===== config.mk =====
export PLATFORM = sky130hd
export DESIGN_NAME = mot_transport
export DESIGN_NICKNAME = d
export VERILOG_FILES = /design/src/inc/mot_pkg.sv /design/src/hw/mot_pair_buf.sv /design/src/hw/mot_transport.sv
export SDC_FILE = /design/constraint.sdc
export NUM_CORES = 1
export LEC_CHECK = 0
export BUFFER_PORTS_ARGS = -buffer_cell sky130_fd_sc_hd__buf_2
export CAP_MARGIN = 20
export CORE_MARGIN = 2
export CORE_UTILIZATION = 45
export DETAILED_ROUTE_END_ITERATION = 8
export GPL_TIMING_DRIVEN = 0
export SETUP_SLACK_MARGIN = 0.4
export SYNTH_ARGS = -nofsm -noshare
export SYNTH_HDL_FRONTEND = slang
export SYNTH_SLANG_ARGS = --single-unit

===== constraint.sdc =====
create_clock -name sys_clk -period 11.5 [get_ports sys_clk]
set_input_delay 0.575 -clock sys_clk [delete_from_list [all_inputs] [get_ports sys_clk]]
set_output_delay 0.575 -clock sys_clk [all_outputs]
set_load 0.05 [all_outputs]

===== src/inc/mot_pkg.sv =====
// shared types and constants of the management overhead transport block
// assumes a single 250 MHz clock and same-clock neighbours on every port
package mot_pkg;

	// ****************************************
	// clock and timing
	// ****************************************
	localparam int CLK_KHZ = 250_000;
	localparam int RESP_LIMIT_MS = 50;
	localparam int RESP_LIMIT_CYC = RESP_LIMIT_MS * CLK_KHZ;
	// own answer deadline, kept below the hard limit for margin
	localparam int ANSWER_DEADLINE_MS = 40;
	localparam int ANSWER_DEADLINE_CYC = ANSWER_DEADLINE_MS * CLK_KHZ;
	localparam int TIMER_W = 24;

	// ****************************************
	// message layout
	// ****************************************
	localparam int DATA_W = 32;
	localparam int NPRIO = 3;
	localparam int BUF_DEPTH = 2;
	localparam logic [7:0] OP_ONLINE_RECONFIG = 8'h01;
	localparam logic [7:0] OP_CLEAR_EOC = 8'h08;
	localparam int OP_LOW_PRIO_BIT = 7;
	localparam logic [DATA_W-1:0] DATA_REJECT = 32'h0000_00ff;
	localparam logic [DATA_W-1:0] DATA_ACK = 32'h0000_0000;

	localparam logic [1:0] PRIO_HIGH = 2'h0;
	localparam logic [1:0] PRIO_NORMAL = 2'h1;
	localparam logic [1:0] PRIO_LOW = 2'h2;

	typedef enum logic [0:0] {
		KIND_CMD = 1'b0,
		KIND_RSP = 1'b1
	} mot_kind_t;

	typedef enum logic [1:0] {
		SLOT_IDLE = 2'b00,
		SLOT_WAIT = 2'b01,
		SLOT_SEND = 2'b10
	} mot_slot_t;

	typedef struct packed {
		mot_kind_t kind;
		logic [7:0] opcode;
		logic [DATA_W-1:0] data;
	} mot_msg_t;

	function automatic logic [1:0] prio_of(input logic [7:0] op);
		logic [1:0] p;
		p = PRIO_NORMAL;
		if (op == OP_ONLINE_RECONFIG) begin
			p = PRIO_HIGH;
		end else if (op[OP_LOW_PRIO_BIT]) begin
			p = PRIO_LOW;
		end
		return p;
	endfunction

endpackage


===== src/hw/mot_pair_buf.sv =====
// small valid/ready buffer in the transmit path toward the transport layer
// assumes the drain side may stall freely; ready tells the filler
`timescale 1ns/1ps
`default_nettype none
module mot_pair_buf #(
	parameter int WIDTH = 41,
	parameter int DEPTH = 2
) (
	input wire logic sys_clk,
	input wire logic sys_rst,
	input wire logic clkEn,
	input wire logic inValid,
	output logic inReady,
	input wire logic [WIDTH-1:0] inData,
	output logic outValid,
	input wire logic outReady,
	output logic [WIDTH-1:0] outData
);
	localparam int PW = (DEPTH > 1) ? $clog2(DEPTH) : 1;
	localparam int CW = $clog2(DEPTH + 1);

	logic [WIDTH-1:0] mem [DEPTH];
	logic [PW-1:0] wrPtr_q, wrPtr_d, rdPtr_q, rdPtr_d;
	logic [CW-1:0] count_q, count_d;
	logic push, pop;
	logic [WIDTH-1:0] headNext;

	// ****************************************
	// pointers and fill level
	// ****************************************
	always_comb begin
		push = inValid && inReady;
		pop = outValid && outReady;
		wrPtr_d = wrPtr_q;
		rdPtr_d = rdPtr_q;
		count_d = count_q;
		if (push) begin
			wrPtr_d = (wrPtr_q == PW'(DEPTH - 1)) ? '0 : PW'(wrPtr_q + 1'b1);
		end
		if (pop) begin
			rdPtr_d = (rdPtr_q == PW'(DEPTH - 1)) ? '0 : PW'(rdPtr_q + 1'b1);
		end
		if (push && !pop) begin
			count_d = CW'(count_q + 1'b1);
		end else if (pop && !push) begin
			count_d = CW'(count_q - 1'b1);
		end
		// head word kept in a flop; a push into the new head slot bypasses mem
		headNext = mem[rdPtr_d];
		if (push && wrPtr_q == rdPtr_d) begin
			headNext = inData;
		end
	end

	always_ff @(posedge sys_clk) begin
		if (sys_rst) begin
			wrPtr_q <= '0;
			rdPtr_q <= '0;
			count_q <= '0;
			outValid <= 1'b0;
			inReady <= 1'b0;
			outData <= '0;
		end else if (clkEn) begin
			wrPtr_q <= wrPtr_d;
			rdPtr_q <= rdPtr_d;
			count_q <= count_d;
			outValid <= (count_d != '0);
			inReady <= (count_d != CW'(DEPTH));
			outData <= headNext;
		end
	end

	always_ff @(posedge sys_clk) begin
		if (clkEn && push) begin
			mem[wrPtr_q] <= inData;
		end
	end

endmodule
`default_nettype wire


===== src/hw/mot_transport.sv =====
// management overhead transport: clear channel and command exchange
// between the local management function and the transport layer
// assumes every neighbour runs on sys_clk; rx frames already checked
//
// Function
// - clear channel requests accepted and queued outward
// - confirm each accepted request, paced by buffer
// - deliver received clear channel messages upward
// - send management command requests to far end
// - pass far-end answers back as command confirm
// - indicate received far-end commands to local logic
// - send local answers back to the far end
// - three priority levels, highest offered first
// - a received command is answered unless its priority level is busy, then dropped
// - frames flagged discarded are dropped unanswered
// - answer queued by the deadline, 40 ms by default; the send still waits on arbiter and stall
// - either end may originate commands
// - reconfig answered by sync flag or reject
`timescale 1ns/1ps
`default_nettype none
module mot_transport #(
	parameter logic [mot_pkg::TIMER_W-1:0] CMD_TIMEOUT_CYC =
		mot_pkg::TIMER_W'(mot_pkg::RESP_LIMIT_CYC),
	parameter logic [mot_pkg::TIMER_W-1:0] ANSWER_DEADLINE_CYC =
		mot_pkg::TIMER_W'(mot_pkg::ANSWER_DEADLINE_CYC)
) (
	input wire logic sys_clk,
	input wire logic sys_rst,
	input wire logic clkEn,
	input wire logic ceReqValid,
	input wire logic [mot_pkg::DATA_W-1:0] ceReqData,
	output logic ceConfirm,
	output logic ceIndValid,
	output logic [mot_pkg::DATA_W-1:0] ceIndData,
	input wire logic cmdReqValid,
	input wire mot_pkg::mot_msg_t cmdReqMsg,
	output logic cmdReqAccept,
	output logic cmdCfmValid,
	output mot_pkg::mot_msg_t cmdCfmMsg,
	output logic cmdTimeout,
	output logic [1:0] cmdTimeoutPrio,
	output logic cmdIndValid,
	output mot_pkg::mot_msg_t cmdIndMsg,
	input wire logic rspValid,
	input wire mot_pkg::mot_msg_t rspMsg,
	input wire logic rspSync,
	output logic syncFlagOut,
	output logic txValid,
	output mot_pkg::mot_msg_t txMsg,
	input wire logic txReady,
	input wire logic rxValid,
	input wire mot_pkg::mot_msg_t rxMsg,
	input wire logic rxDiscard
);
	localparam int NP = mot_pkg::NPRIO;
	localparam int TW = mot_pkg::TIMER_W;

	// ****************************************
	// state
	// ****************************************
	mot_pkg::mot_slot_t slot_q [NP];
	mot_pkg::mot_slot_t slot_d [NP];
	mot_pkg::mot_msg_t slotMsg_q [NP];
	mot_pkg::mot_msg_t slotMsg_d [NP];
	logic [TW-1:0] inTimer_q [NP];
	logic [TW-1:0] inTimer_d [NP];
	logic [NP-1:0] outst_q, outst_d;
	logic [TW-1:0] outTimer_q [NP];
	logic [TW-1:0] outTimer_d [NP];
	logic ceAckPend_q, ceAckPend_d;

	logic ceConfirm_d, ceIndValid_d, cmdReqAccept_d, cmdCfmValid_d;
	logic cmdTimeout_d, cmdIndValid_d, syncFlagOut_d;
	logic [mot_pkg::DATA_W-1:0] ceIndData_d;
	mot_pkg::mot_msg_t cmdCfmMsg_d, cmdIndMsg_d;
	logic [1:0] cmdTimeoutPrio_d;

	logic bufInReady, push;
	mot_pkg::mot_msg_t pushMsg;

	// ****************************************
	// next state
	// ****************************************
	always_comb begin
		logic [1:0] rp;
		logic [1:0] lp;
		logic [1:0] cp;
		logic granted;
		logic toSeen;
		rp = mot_pkg::prio_of(rxMsg.opcode);
		lp = mot_pkg::prio_of(rspMsg.opcode);
		cp = mot_pkg::prio_of(cmdReqMsg.opcode);
		granted = 1'b0;
		toSeen = 1'b0;
		slot_d = slot_q;
		slotMsg_d = slotMsg_q;
		inTimer_d = inTimer_q;
		outst_d = outst_q;
		outTimer_d = outTimer_q;
		ceAckPend_d = ceAckPend_q;
		ceConfirm_d = 1'b0;
		ceIndValid_d = 1'b0;
		ceIndData_d = ceIndData;
		cmdReqAccept_d = 1'b0;
		cmdCfmValid_d = 1'b0;
		cmdCfmMsg_d = cmdCfmMsg;
		cmdTimeout_d = 1'b0;
		cmdTimeoutPrio_d = cmdTimeoutPrio;
		cmdIndValid_d = 1'b0;
		cmdIndMsg_d = cmdIndMsg;
		syncFlagOut_d = 1'b0;
		push = 1'b0;
		pushMsg = '0;

		// receive side; flagged frames never reach command handling
		if (rxValid && !rxDiscard) begin
			if (rxMsg.kind == mot_pkg::KIND_CMD) begin
				if (rxMsg.opcode == mot_pkg::OP_CLEAR_EOC) begin
					ceIndValid_d = 1'b1;
					ceIndData_d = rxMsg.data;
					ceAckPend_d = 1'b1;
				end else if (slot_q[rp] == mot_pkg::SLOT_IDLE) begin
					slot_d[rp] = mot_pkg::SLOT_WAIT;
					slotMsg_d[rp] = rxMsg;
					inTimer_d[rp] = '0;
					cmdIndValid_d = 1'b1;
					cmdIndMsg_d = rxMsg;
				end
			end else if (rxMsg.opcode != mot_pkg::OP_CLEAR_EOC && outst_q[rp]) begin
				// answer frees the level for the next command
				outst_d[rp] = 1'b0;
				cmdCfmValid_d = 1'b1;
				cmdCfmMsg_d = rxMsg;
			end
		end

		// local answer to an indicated command
		if (rspValid && slot_q[lp] == mot_pkg::SLOT_WAIT) begin
			if (rspSync && rspMsg.opcode == mot_pkg::OP_ONLINE_RECONFIG) begin
				slot_d[lp] = mot_pkg::SLOT_IDLE;
				syncFlagOut_d = 1'b1;
			end else begin
				slot_d[lp] = mot_pkg::SLOT_SEND;
				slotMsg_d[lp] = rspMsg;
				slotMsg_d[lp].kind = mot_pkg::KIND_RSP;
			end
		end

		// answer deadline: silence from local logic becomes a reject
		for (int i = 0; i < NP; i++) begin
			case (slot_d[i])
				mot_pkg::SLOT_WAIT: begin
					if (slot_q[i] == mot_pkg::SLOT_WAIT) begin
						if (inTimer_q[i] == TW'(ANSWER_DEADLINE_CYC - 1'b1)) begin
							slot_d[i] = mot_pkg::SLOT_SEND;
							slotMsg_d[i].kind = mot_pkg::KIND_RSP;
							slotMsg_d[i].data = mot_pkg::DATA_REJECT;
						end else begin
							inTimer_d[i] = inTimer_q[i] + 1'b1;
						end
					end
				end
				default: begin
				end
			endcase
		end

		// outstanding command timers; one report per cycle, rest hold
		for (int i = 0; i < NP; i++) begin
			if (outst_q[i] && outst_d[i]) begin
				if (outTimer_q[i] == TW'(CMD_TIMEOUT_CYC - 1'b1)) begin
					if (!toSeen) begin
						toSeen = 1'b1;
						outst_d[i] = 1'b0;
						cmdTimeout_d = 1'b1;
						cmdTimeoutPrio_d = 2'(i);
					end
				end else begin
					outTimer_d[i] = outTimer_q[i] + 1'b1;
				end
			end
		end

		// transmit arbiter, strictly by decreasing priority
		if (bufInReady) begin
			for (int i = 0; i < NP; i++) begin
				if (!granted && slot_q[i] == mot_pkg::SLOT_SEND) begin
					granted = 1'b1;
					push = 1'b1;
					pushMsg = slotMsg_q[i];
					slot_d[i] = mot_pkg::SLOT_IDLE;
				end
				if (!granted && cmdReqValid && !cmdReqAccept && cp == 2'(i)
					&& !outst_q[i]) begin
					granted = 1'b1;
					push = 1'b1;
					pushMsg = cmdReqMsg;
					pushMsg.kind = mot_pkg::KIND_CMD;
					outst_d[i] = 1'b1;
					outTimer_d[i] = '0;
					cmdReqAccept_d = 1'b1;
				end
				if (!granted && 2'(i) == mot_pkg::PRIO_NORMAL && ceAckPend_q) begin
					granted = 1'b1;
					push = 1'b1;
					pushMsg.kind = mot_pkg::KIND_RSP;
					pushMsg.opcode = mot_pkg::OP_CLEAR_EOC;
					pushMsg.data = mot_pkg::DATA_ACK;
					ceAckPend_d = 1'b0;
				end
				if (!granted && 2'(i) == mot_pkg::PRIO_NORMAL && ceReqValid
					&& !ceConfirm) begin
					granted = 1'b1;
					push = 1'b1;
					pushMsg.kind = mot_pkg::KIND_CMD;
					pushMsg.opcode = mot_pkg::OP_CLEAR_EOC;
					pushMsg.data = ceReqData;
					ceConfirm_d = 1'b1;
				end
			end
		end
		// a new clear channel command arriving while its ack leaves wins
		if (rxValid && !rxDiscard && rxMsg.kind == mot_pkg::KIND_CMD
			&& rxMsg.opcode == mot_pkg::OP_CLEAR_EOC) begin
			ceAckPend_d = 1'b1;
		end
	end

	// ****************************************
	// registers
	// ****************************************
	always_ff @(posedge sys_clk) begin
		if (sys_rst) begin
			for (int i = 0; i < NP; i++) begin
				slot_q[i] <= mot_pkg::SLOT_IDLE;
				slotMsg_q[i] <= '0;
				inTimer_q[i] <= '0;
				outTimer_q[i] <= '0;
			end
			outst_q <= '0;
			ceAckPend_q <= 1'b0;
			ceConfirm <= 1'b0;
			ceIndValid <= 1'b0;
			ceIndData <= '0;
			cmdReqAccept <= 1'b0;
			cmdCfmValid <= 1'b0;
			cmdCfmMsg <= '0;
			cmdTimeout <= 1'b0;
			cmdTimeoutPrio <= '0;
			cmdIndValid <= 1'b0;
			cmdIndMsg <= '0;
			syncFlagOut <= 1'b0;
		end else if (clkEn) begin
			slot_q <= slot_d;
			slotMsg_q <= slotMsg_d;
			inTimer_q <= inTimer_d;
			outTimer_q <= outTimer_d;
			outst_q <= outst_d;
			ceAckPend_q <= ceAckPend_d;
			ceConfirm <= ceConfirm_d;
			ceIndValid <= ceIndValid_d;
			ceIndData <= ceIndData_d;
			cmdReqAccept <= cmdReqAccept_d;
			cmdCfmValid <= cmdCfmValid_d;
			cmdCfmMsg <= cmdCfmMsg_d;
			cmdTimeout <= cmdTimeout_d;
			cmdTimeoutPrio <= cmdTimeoutPrio_d;
			cmdIndValid <= cmdIndValid_d;
			cmdIndMsg <= cmdIndMsg_d;
			syncFlagOut <= syncFlagOut_d;
		end
	end

	// ****************************************
	// outgoing buffer
	// ****************************************
	// stall by the transport layer backs up into the arbiter, not lost
	mot_pair_buf #(
		.WIDTH($bits(mot_pkg::mot_msg_t)),
		.DEPTH(mot_pkg::BUF_DEPTH)
	) mot_pair_buf_inst (
		.sys_clk(sys_clk),
		.sys_rst(sys_rst),
		.clkEn(clkEn),
		.inValid(push),
		.inReady(bufInReady),
		.inData(pushMsg),
		.outValid(txValid),
		.outReady(txReady),
		.outData(txMsg)
	);
endmodule
`default_nettype wire


==> results of run 1 <==
==> worst reg2reg max path: stages, from the launching register on <==
cell and delay (ps):
dfxtp_1 410, nor2b_1 180, buf_2 180, or4_1 570, o21ai_0 530, clkbuf_1 730
o22ai_1 360, nor3_1 270, nor2_1 110, a21boi_0 360
==> state kept, by name (all words and copies together) (netlist names), 6 cells and up <==
name / flops
slotMsg_q: 123
mot_pair_buf_inst.mem: 82
inTimer_q: 72
outTimer_q: 72
cmdCfmMsg: 41
mot_pair_buf_inst.outData: 41
cmdIndMsg: 40
ceIndData: 32
slot_q: 6
==> synthesized netlist by cell type (all sizes together), types with 12 or more instances <==
| cell type | number |
|---|---|
| a21boi | 15 |
| or3 | 22 |
| o211ai | 31 |
| nor4 | 29 |
| a22o | 67 |
| nand2b | 17 |
| a22oi | 26 |
| or4 | 15 |
| edfxtp | 82 |
| and3 | 34 |
| a2bb2oi | 19 |
| xnor2 | 36 |
| xor2 | 39 |
| o221ai | 18 |
| nor2 | 306 |
| a31oi | 88 |
| buf | 53 |
| nand3 | 114 |
| o31ai | 19 |
| nor3 | 54 |
| a221oi | 12 |
| a221o | 12 |
| o22ai | 24 |
| nand4 | 53 |
| o21ai | 153 |
| nand2 | 423 |
| clkbuf | 158 |
| o211a | 23 |
| a21oi | 209 |
| inv | 30 |
| mux2i | 101 |
| and2 | 27 |
| a211oi | 23 |
| o21a | 14 |
| dfxtp | 446 |
==> final cells by class <==
cell class                 instances  share of cell area
multi-input combinational       2143              0.4233
sequential                       528              0.3844
timing repair buffer             339             0.05966
clock buffer                      82             0.05548
buffer                           211             0.03006
tap                              704             0.02972
clock inverter                    27             0.01326
inverter                          30            0.003800
antenna                            4           0.0003378
==> metrics by stage <==
step	util	setup WS (ps)	cell area, sq um	hold WS, ps
2_1_floorplan	-	6042	24920	428.6
3_3_place_gp	0.4997	3482	27420	440.2
3_5_place_dp	0.5025	7442	27570	443.2
4_1_cts	0.5396	7792	29610	213.9
5_1_grt	0.5399	7499	29630	242.7
6_report	0.5400	7562	29630	241.6
==> cells by family (layout without fill, tap and decap cells) <==
| family | after synthesis | after routing | synth area share |
|---|---|---|---|
| AOI/OAI and AO/OA | 800 | 800 | 0.2143 |
| DFF | 528 | 528 | 0.4571 |
| xor gates and xnor gates | 75 | 75 | 0.02636 |
| adders and majority gates | 6 | 6 | 0.003012 |
| buffers and inverters | 241 | 689 | 0.04026 |
| other | 1 | 5 | 0.0001505 |
| muxes | 108 | 108 | 0.04373 |
| and+or+nand+nor | 1153 | 1153 | 0.2151 |
==> routing by layer <==
metal / up-vias / wire length (microns) / GRT usage / part of all wire
met4: 8 / 4406 / 0.1453 / 0.044
li1: 11440 / - / - / -
met5: - / 46 / 0 / 0.00046
met2: 1400 / 44390 / 0.5262 / 0.44
met3: 286 / 10300 / 0.07929 / 0.10
met1: 12030 / 41710 / 0.4556 / 0.41
==> path summary, 6_finish.rpt <==
kind,startpoint,end,slack [ps]
max reg2reg,slot_q[5],mot_pair_buf_inst.mem[1][19],7560
min reg2reg,cmdIndMsg[19],cmdIndMsg[19],450
min,cmdReqMsg[20],mot_pair_buf_inst.outData[20],240
max,slot_q[5],mot_pair_buf_inst.mem[1][19],7560
==> power groups by stage <==
| stage | Combinational [mW] | Clock [mW] | Sequential [mW] |
|---|---|---|---|
| final | 0.445 | 2.01 | 1.94 |
| after global routing | 0.465 | 2.10 | 1.94 |
| after CTS | 0.434 | 2.03 | 1.93 |
| after detailed placement | 0.433 | 0 | 1.97 |
| after global placement | 0.424 | 0 | 1.97 |
| after floorplan | 0.192 | 0 | 2.02 |
==> qor.csv, run 1 <==
stage;metric;value;unit
power_and_ir_drop;Pwr Density;148.2;mW/mm^2
synthesis;sequential area share after synthesis;0.4571;
finish;fraction of layout cells with a size suffix above 1;0.1506;
setup_path;CP bufs+invs;2;
floorplanning;die area;0.05728;sq mm
power_and_ir_drop;Worst VDD drop;0.1201;mV
synthesis;post-synth top area share;0.3583;
clocking;Clock Latency Late Sink;640;ps
finish;Multi-input gate area;0.01254;sq mm
finish;register area;0.01139;sq mm
detailed_routing;initial detailed-routing violation count;2715;
worst_hold_path;Hold Path Stages;3;
grt;first-pass GRT wire length;146700;microns
setup_path;stages on the worst setup path;9;
detailed_routing;DR pass1 iterations;7;
detailed_routing;Post-route DRC;0;
setup_path;kind of start point of the critical path;flip-flop;
finish;most frequent cells in the layout;dfxtp_1 (446), nand2_1 (422), buf_2 (357), nor2_1 (305), a21oi_1 (207);
synthesis;Distinct cells, synth;82;
clocking;CTS Sinks;528;
synthesis;ranking of synthesized cells by area;dfxtp_1 (36%), edfxtp_1 (9.9%), nand2_1 (6.4%);
synthesis;ys async rst share;0;
detailed_routing;Routed WL;100900;microns
clocking;Setup Buffers After CTS;0;
clocking;deepest clock path buffer count;3;
grt;all-layer global routing usage;0.3404;
floorplanning;CORE AREA;0.05488;sq mm
placement;post-detail-place hpwl;75810;microns
floorplanning;Initial Util;0.4541;
power_and_ir_drop;combinational power share;0.101;
grt;initial antenna violation count;6;
setup_path;WS Path Type;reg -> reg;
synthesis;Post-synth EDFFs;82;
timing;Setup Skew;24.16;ps
clocking;Num CTS Buffers;59;
flow_run;maxcap violations;0;
placement;Inst Count DP;3953;
finish;Syn-to-layout area delta;18.91;%
clocking;CTS tree;done;
finish;fin cells;4068;
synthesis;top_reg_cell synth;dfxtp_1;
clocking;CTS root buffer;clkbuf_16;
power_and_ir_drop;P_int;3.248;mW
status;status;finished clean;
setup_path;crit path max fanout;10;
setup_path;Top delay family on crit path;compound AO/OA/AOI/OAI gates;
setup_path;worst r2r path cells;9;
floorplanning;Die Height;239.3;microns
clocking;CTS H-tree lvls;2;
detailed_routing;routed via count;25160;
timing;fin crit period;3938;ps
setup_path;Largest stage delay, worst path;730;ps
grt;largest net degree at the start of global routing;16;
power_and_ir_drop;Sequential Power Share;0.441;
synthesis;Yosys reg bits;528;
detailed_routing;WL/cell;24.79;microns
finish;commonest non-fill, non-tap cell in the layout;dfxtp_1;
finish;Final #Nets;3483;
timing;Final Cycle Share;0.3425;
power_and_ir_drop;Power Total;4.392;mW
timing;Slew HR;0.1923;
timing;Worst-Margin Slew;1209;ps
worst_hold_path;Worst Hold Class;in -> reg;
timing;setup TNS;0;ps
timing;maximum clock frequency;0.2539;GHz
setup_path;WP data arrival;4320;ps
setup_path;Critical Path RT;11890;ps
synthesis;largest area contributor in the netlist;dfxtp_1;
power_and_ir_drop;leakage power;11.37;nW
timing;Final Max Slew Viols;0;
grt;vias in the first global route;23290;
timing;RSZ-0062 raised after global routing;false;
timing;final setup violation count;0;
synthesis;Mapped Cells;2912;
placement;IO buf count;324;
finish;Filler Cell Count;5202;
floorplanning;DIE WIDTH;239.3;microns
floorplanning;I/O pin total;330;
synthesis;cell area after synthesis;0.02492;sq mm
synthesis;warnings from Yosys;0;
floorplanning;row cnt;86;
power_and_ir_drop;clock group share of total power;0.458;
grt;total gr overflow;0;
placement;GP Congestion;1.002;
clocking;clock slew seen by the registers of the worst setup and hold paths;60;ps
power_and_ir_drop;Switch Pwr;1.144;mW
clocking;Post-CTS Resized;0;
setup_path;crit path cell chain;nor2b_1 > buf_2 > or4_1 > o21ai_0 > clkbuf_1 > o22ai_1 > nor3_1 > nor2_1 > a21boi_0;
detailed_routing;Via-to-Cell Ratio;6.185;
clocking;Hold-fix buffers, CTS;0;
synthesis;syn nets;3083;
synthesis;Synth Area per Inst;8.558;sq um
timing;Fin. Hold Viols;0;
power_and_ir_drop;switching share of total power;0.2604;
setup_path;crit end category;flip-flop;
setup_path;Critical-path top delay cell;clkbuf_1;
detailed_routing;ANT nets after route;0;
No activity file was read; power rests on OpenSTA's default activity.
==> inputs of run 2 (changes only) <==
==> constraint.sdc (replaced) <==
create_clock -name sys_clk -period 3.9 [get_ports sys_clk]
set_input_delay 0.195 -clock sys_clk [delete_from_list [all_inputs] [get_ports sys_clk]]
set_output_delay 0.195 -clock sys_clk [all_outputs]
set_load 0.05 [all_outputs]
==> qor.csv, run 2 (same netlist as run 1, synthesis figures left out) <==
stage;metric;value;unit;change
status;status;finished clean;;unchanged
setup_path;CP bufs+invs;4;;was 2
detailed_routing;routed via count;25380;;was 25160
setup_path;WS Path Type;reg -> reg;;unchanged
worst_hold_path;Worst Hold Class;in -> reg;;unchanged
timing;maximum clock frequency;0.2946;GHz;was 0.2539 GHz
power_and_ir_drop;Switch Pwr;3.387;mW;was 1.144 mW
finish;fin cells;4162;;was 4068
detailed_routing;WL/cell;24.41;microns;was 24.79 microns
finish;Filler Cell Count;5148;;was 5202
power_and_ir_drop;Pwr Density;420.5;mW/mm^2;was 148.2 mW/mm^2
setup_path;Largest stage delay, worst path;580;ps;was 730 ps
floorplanning;Die Height;239.3;microns;unchanged
finish;Regs by FF count;slotMsg_q (123), mot_pair_buf_inst.mem (82);;unchanged
flow_run;maxcap violations;0;;unchanged
power_and_ir_drop;Worst VDD drop;0.3610;mV;was 0.1201 mV
placement;post-detail-place hpwl;75990;microns;was 75810 microns
timing;RSZ-0062 raised after global routing;false;;unchanged
clocking;CTS root buffer;clkbuf_16;;unchanged
placement;GP Congestion;0.9858;;was 1.002
detailed_routing;ANT nets after route;0;;unchanged
detailed_routing;Via-to-Cell Ratio;6.099;;was 6.185
timing;final setup violation count;0;;unchanged
grt;first-pass GRT wire length;148100;microns;was 146700 microns
clocking;clock slew seen by the registers of the worst setup and hold paths;60;ps;about the same
finish;most frequent cells in the layout;dfxtp_1 (446), nand2_1 (422), buf_2 (358), nor2_1 (304), a21oi_1 (207);;was dfxtp_1 (446), nand2_1 (422), buf_2 (357), nor2_1 (305), a21oi_1 (207)
power_and_ir_drop;P_int;9.489;mW;was 3.248 mW
finish;Final #Nets;3579;;was 3483
timing;Worst-Margin Slew;1204;ps;was 1209 ps
power_and_ir_drop;switching share of total power;0.2630;;was 0.2604
grt;GRT met1 Usage;0.4550;;was 0.4556
finish;Syn-to-layout area delta;22.87;%;was 18.91%
detailed_routing;Post-route DRC;0;;unchanged
grt;met3 Use GR;0.07814;;was 0.07929
grt;vias in the first global route;23820;;was 23290
grt;total gr overflow;0;;unchanged
setup_path;crit path max fanout;16;;was 10
setup_path;WP data arrival;3730;ps;was 4320 ps
finish;Multi-input gate area;0.01257;sq mm;was 0.01254 sq mm
power_and_ir_drop;combinational power share;0.109;;was 0.101
finish;post-route cell area;0.03062;sq mm;was 0.02963 sq mm
clocking;deepest clock path buffer count;3;;unchanged
placement;cell area after placement;0.02758;sq mm;was 0.02757 sq mm
floorplanning;DIE WIDTH;239.3;microns;unchanged
grt;most congested layer reported by global routing;met2;;unchanged
setup_path;cell mode on critical path;buf_8;;
grt;largest net degree at the start of global routing;17;;was 16
detailed_routing;Routed WL;101600;microns;was 100900 microns
power_and_ir_drop;clock group share of total power;0.448;;was 0.458
setup_path;crit end category;flip-flop;;unchanged
timing;post-route setup slack;505.1;ps;was 7562 ps
clocking;Num CTS Buffers;57;;was 59
power_and_ir_drop;leakage power;11.77;nW;was 11.37 nW
grt;all-layer global routing usage;0.3432;;was 0.3404
finish;register area;0.01139;sq mm;unchanged
power_and_ir_drop;Sequential Power Share;0.443;;was 0.441
floorplanning;Initial Util;0.4541;;unchanged
grt;initial antenna violation count;6;;unchanged
timing;Slew HR;0.1970;;was 0.1923
grt;M2 GR Usage;0.5403;;was 0.5262
floorplanning;row cnt;86;;unchanged
finish;post-layout util;0.5580;;was 0.5400
placement;Inst Count DP;3947;;was 3953
setup_path;kind of start point of the critical path;flip-flop;;unchanged
finish;fraction of layout cells with a size suffix above 1;0.1488;;was 0.1506
setup_path;Critical-path top delay cell;or4_1;;was clkbuf_1
clocking;CTS tree;done;;unchanged
finish;commonest non-fill, non-tap cell in the layout;dfxtp_1;;unchanged
timing;Final Cycle Share;0.8705;;was 0.3425
floorplanning;die area;0.05728;sq mm;unchanged
floorplanning;I/O pin total;330;;unchanged
timing;Fin. Hold Viols;0;;unchanged
setup_path;Critical Path RT;4240;ps;was 11890 ps
clocking;CTS Sinks;528;;unchanged
power_and_ir_drop;Power Total;12.88;mW;was 4.392 mW
detailed_routing;DR pass1 iterations;7;;unchanged
setup_path;crit path cell chain;nor2b_1 > buf_2 > or4_1 > o211ai_4 > nor3_2 > nor3b_4 > buf_8 > buf_8 > buf_8;;was nor2b_1 > buf_2 > or4_1 > o21ai_0 > clkbuf_1 > o22ai_1 > nor3_1 > nor2_1 > a21boi_0
clocking;Clock Latency Late Sink;630;ps;was 640 ps
timing;fin crit period;3395;ps;was 3938 ps
setup_path;Top delay family on crit path;simple AND/OR/NAND/NOR gates;;was compound AO/OA/AOI/OAI gates
detailed_routing;initial detailed-routing violation count;2843;;was 2715
timing;Final Max Slew Viols;0;;unchanged
clocking;CTS H-tree lvls;2;;unchanged
placement;IO buf count;324;;unchanged
floorplanning;CORE AREA;0.05488;sq mm;unchanged
finish;max reg flops;123;;unchanged
finish;largest register by flop count;slotMsg_q;;unchanged
placement;dpl ws;266.8;ps;was 7442 ps
timing;Setup Skew;22.79;ps;was 24.16 ps
==> run 2: cell types whose count changed in the layout (fill, tap and decap cells not counted), sizes merged <==
cell	before	now
buf	390	387
bufinv	10	7
clkbuf	242	241
clkinv	16	15
clkinvlp	0	1
dlygate4sd3	0	102
inv	31	30
==> run 2: final cells by class <==
cell class              instances  area share
multi-input cells            2143      0.4105
flip-flops and latches        528      0.3720
repair buffers                437     0.09104
clock buffers                  82     0.05459
plain buffers                 211     0.02918
well taps                     704     0.02877
clock inverters                23    0.009929
inverters                      30    0.003678
diodes                          4   0.0003269
==> run 2: what timing repair did <==
action / 4_1_cts / 5_1_grt
resized for setup: 1 / 5
buffers inserted: 1 / 0
endpoints found under the hold margin: 226 / 0
hold buffers: 102 / 0
cloned: 0 / 0
endpoints found under the setup margin: 11 / 19
pin swaps: 1 / 0
==> run 2: path summary, 6_finish.rpt <==
path                            slack, ps  depth (start not counted)                      endpoint           from
worst min-delay path                   30                          4                 slotMsg_q[49]      rspMsg[8]
worst max-delay path                  510                          9  mot_pair_buf_inst.mem[1][22]      slot_q[5]
worst max register to register        510                          9  mot_pair_buf_inst.mem[1][22]      slot_q[5]
worst min register to register        450                          2                 ceIndData[18]  ceIndData[18]
==> run 2: per-stage QoR <==
| step | setup TNS [ps] | hold WS, ps |
|---|---|---|
| after floorplan | 0 | 331.0 |
| after global placement | -111960 | 439.8 |
| after detailed placement | 0 | 441.8 |
| after CTS | 0 | 0.03109 |
| after global routing | 0 | 15.72 |
| final | 0 | 28.24 |
==> run 2: routing by layer <==
metal	share of wire	vias up	routed length, microns
met5	0	-	0
li1	-	11630	-
met4	0.042	0	4261
met1	0.41	12130	41650
met2	0.45	1408	45330
met3	0.10	224	10340
==> run 2: tightest hold or removal path, cell delays in order <==
cell	delay (ps)
buf_2	130
a21oi_1	120
o21a_1	130
nor3_1	40
==> run 2: power groups by stage <==
stage | Clock, mW | Sequential [mW] | Combinational [mW]
global placement | 0 | 5.82 | 1.25
floorplan | 0 | 5.97 | 0.566
CTS | 5.82 | 5.70 | 1.36
global route | 6.06 | 5.71 | 1.46
detailed placement | 0 | 5.82 | 1.28
finish | 5.77 | 5.71 | 1.40
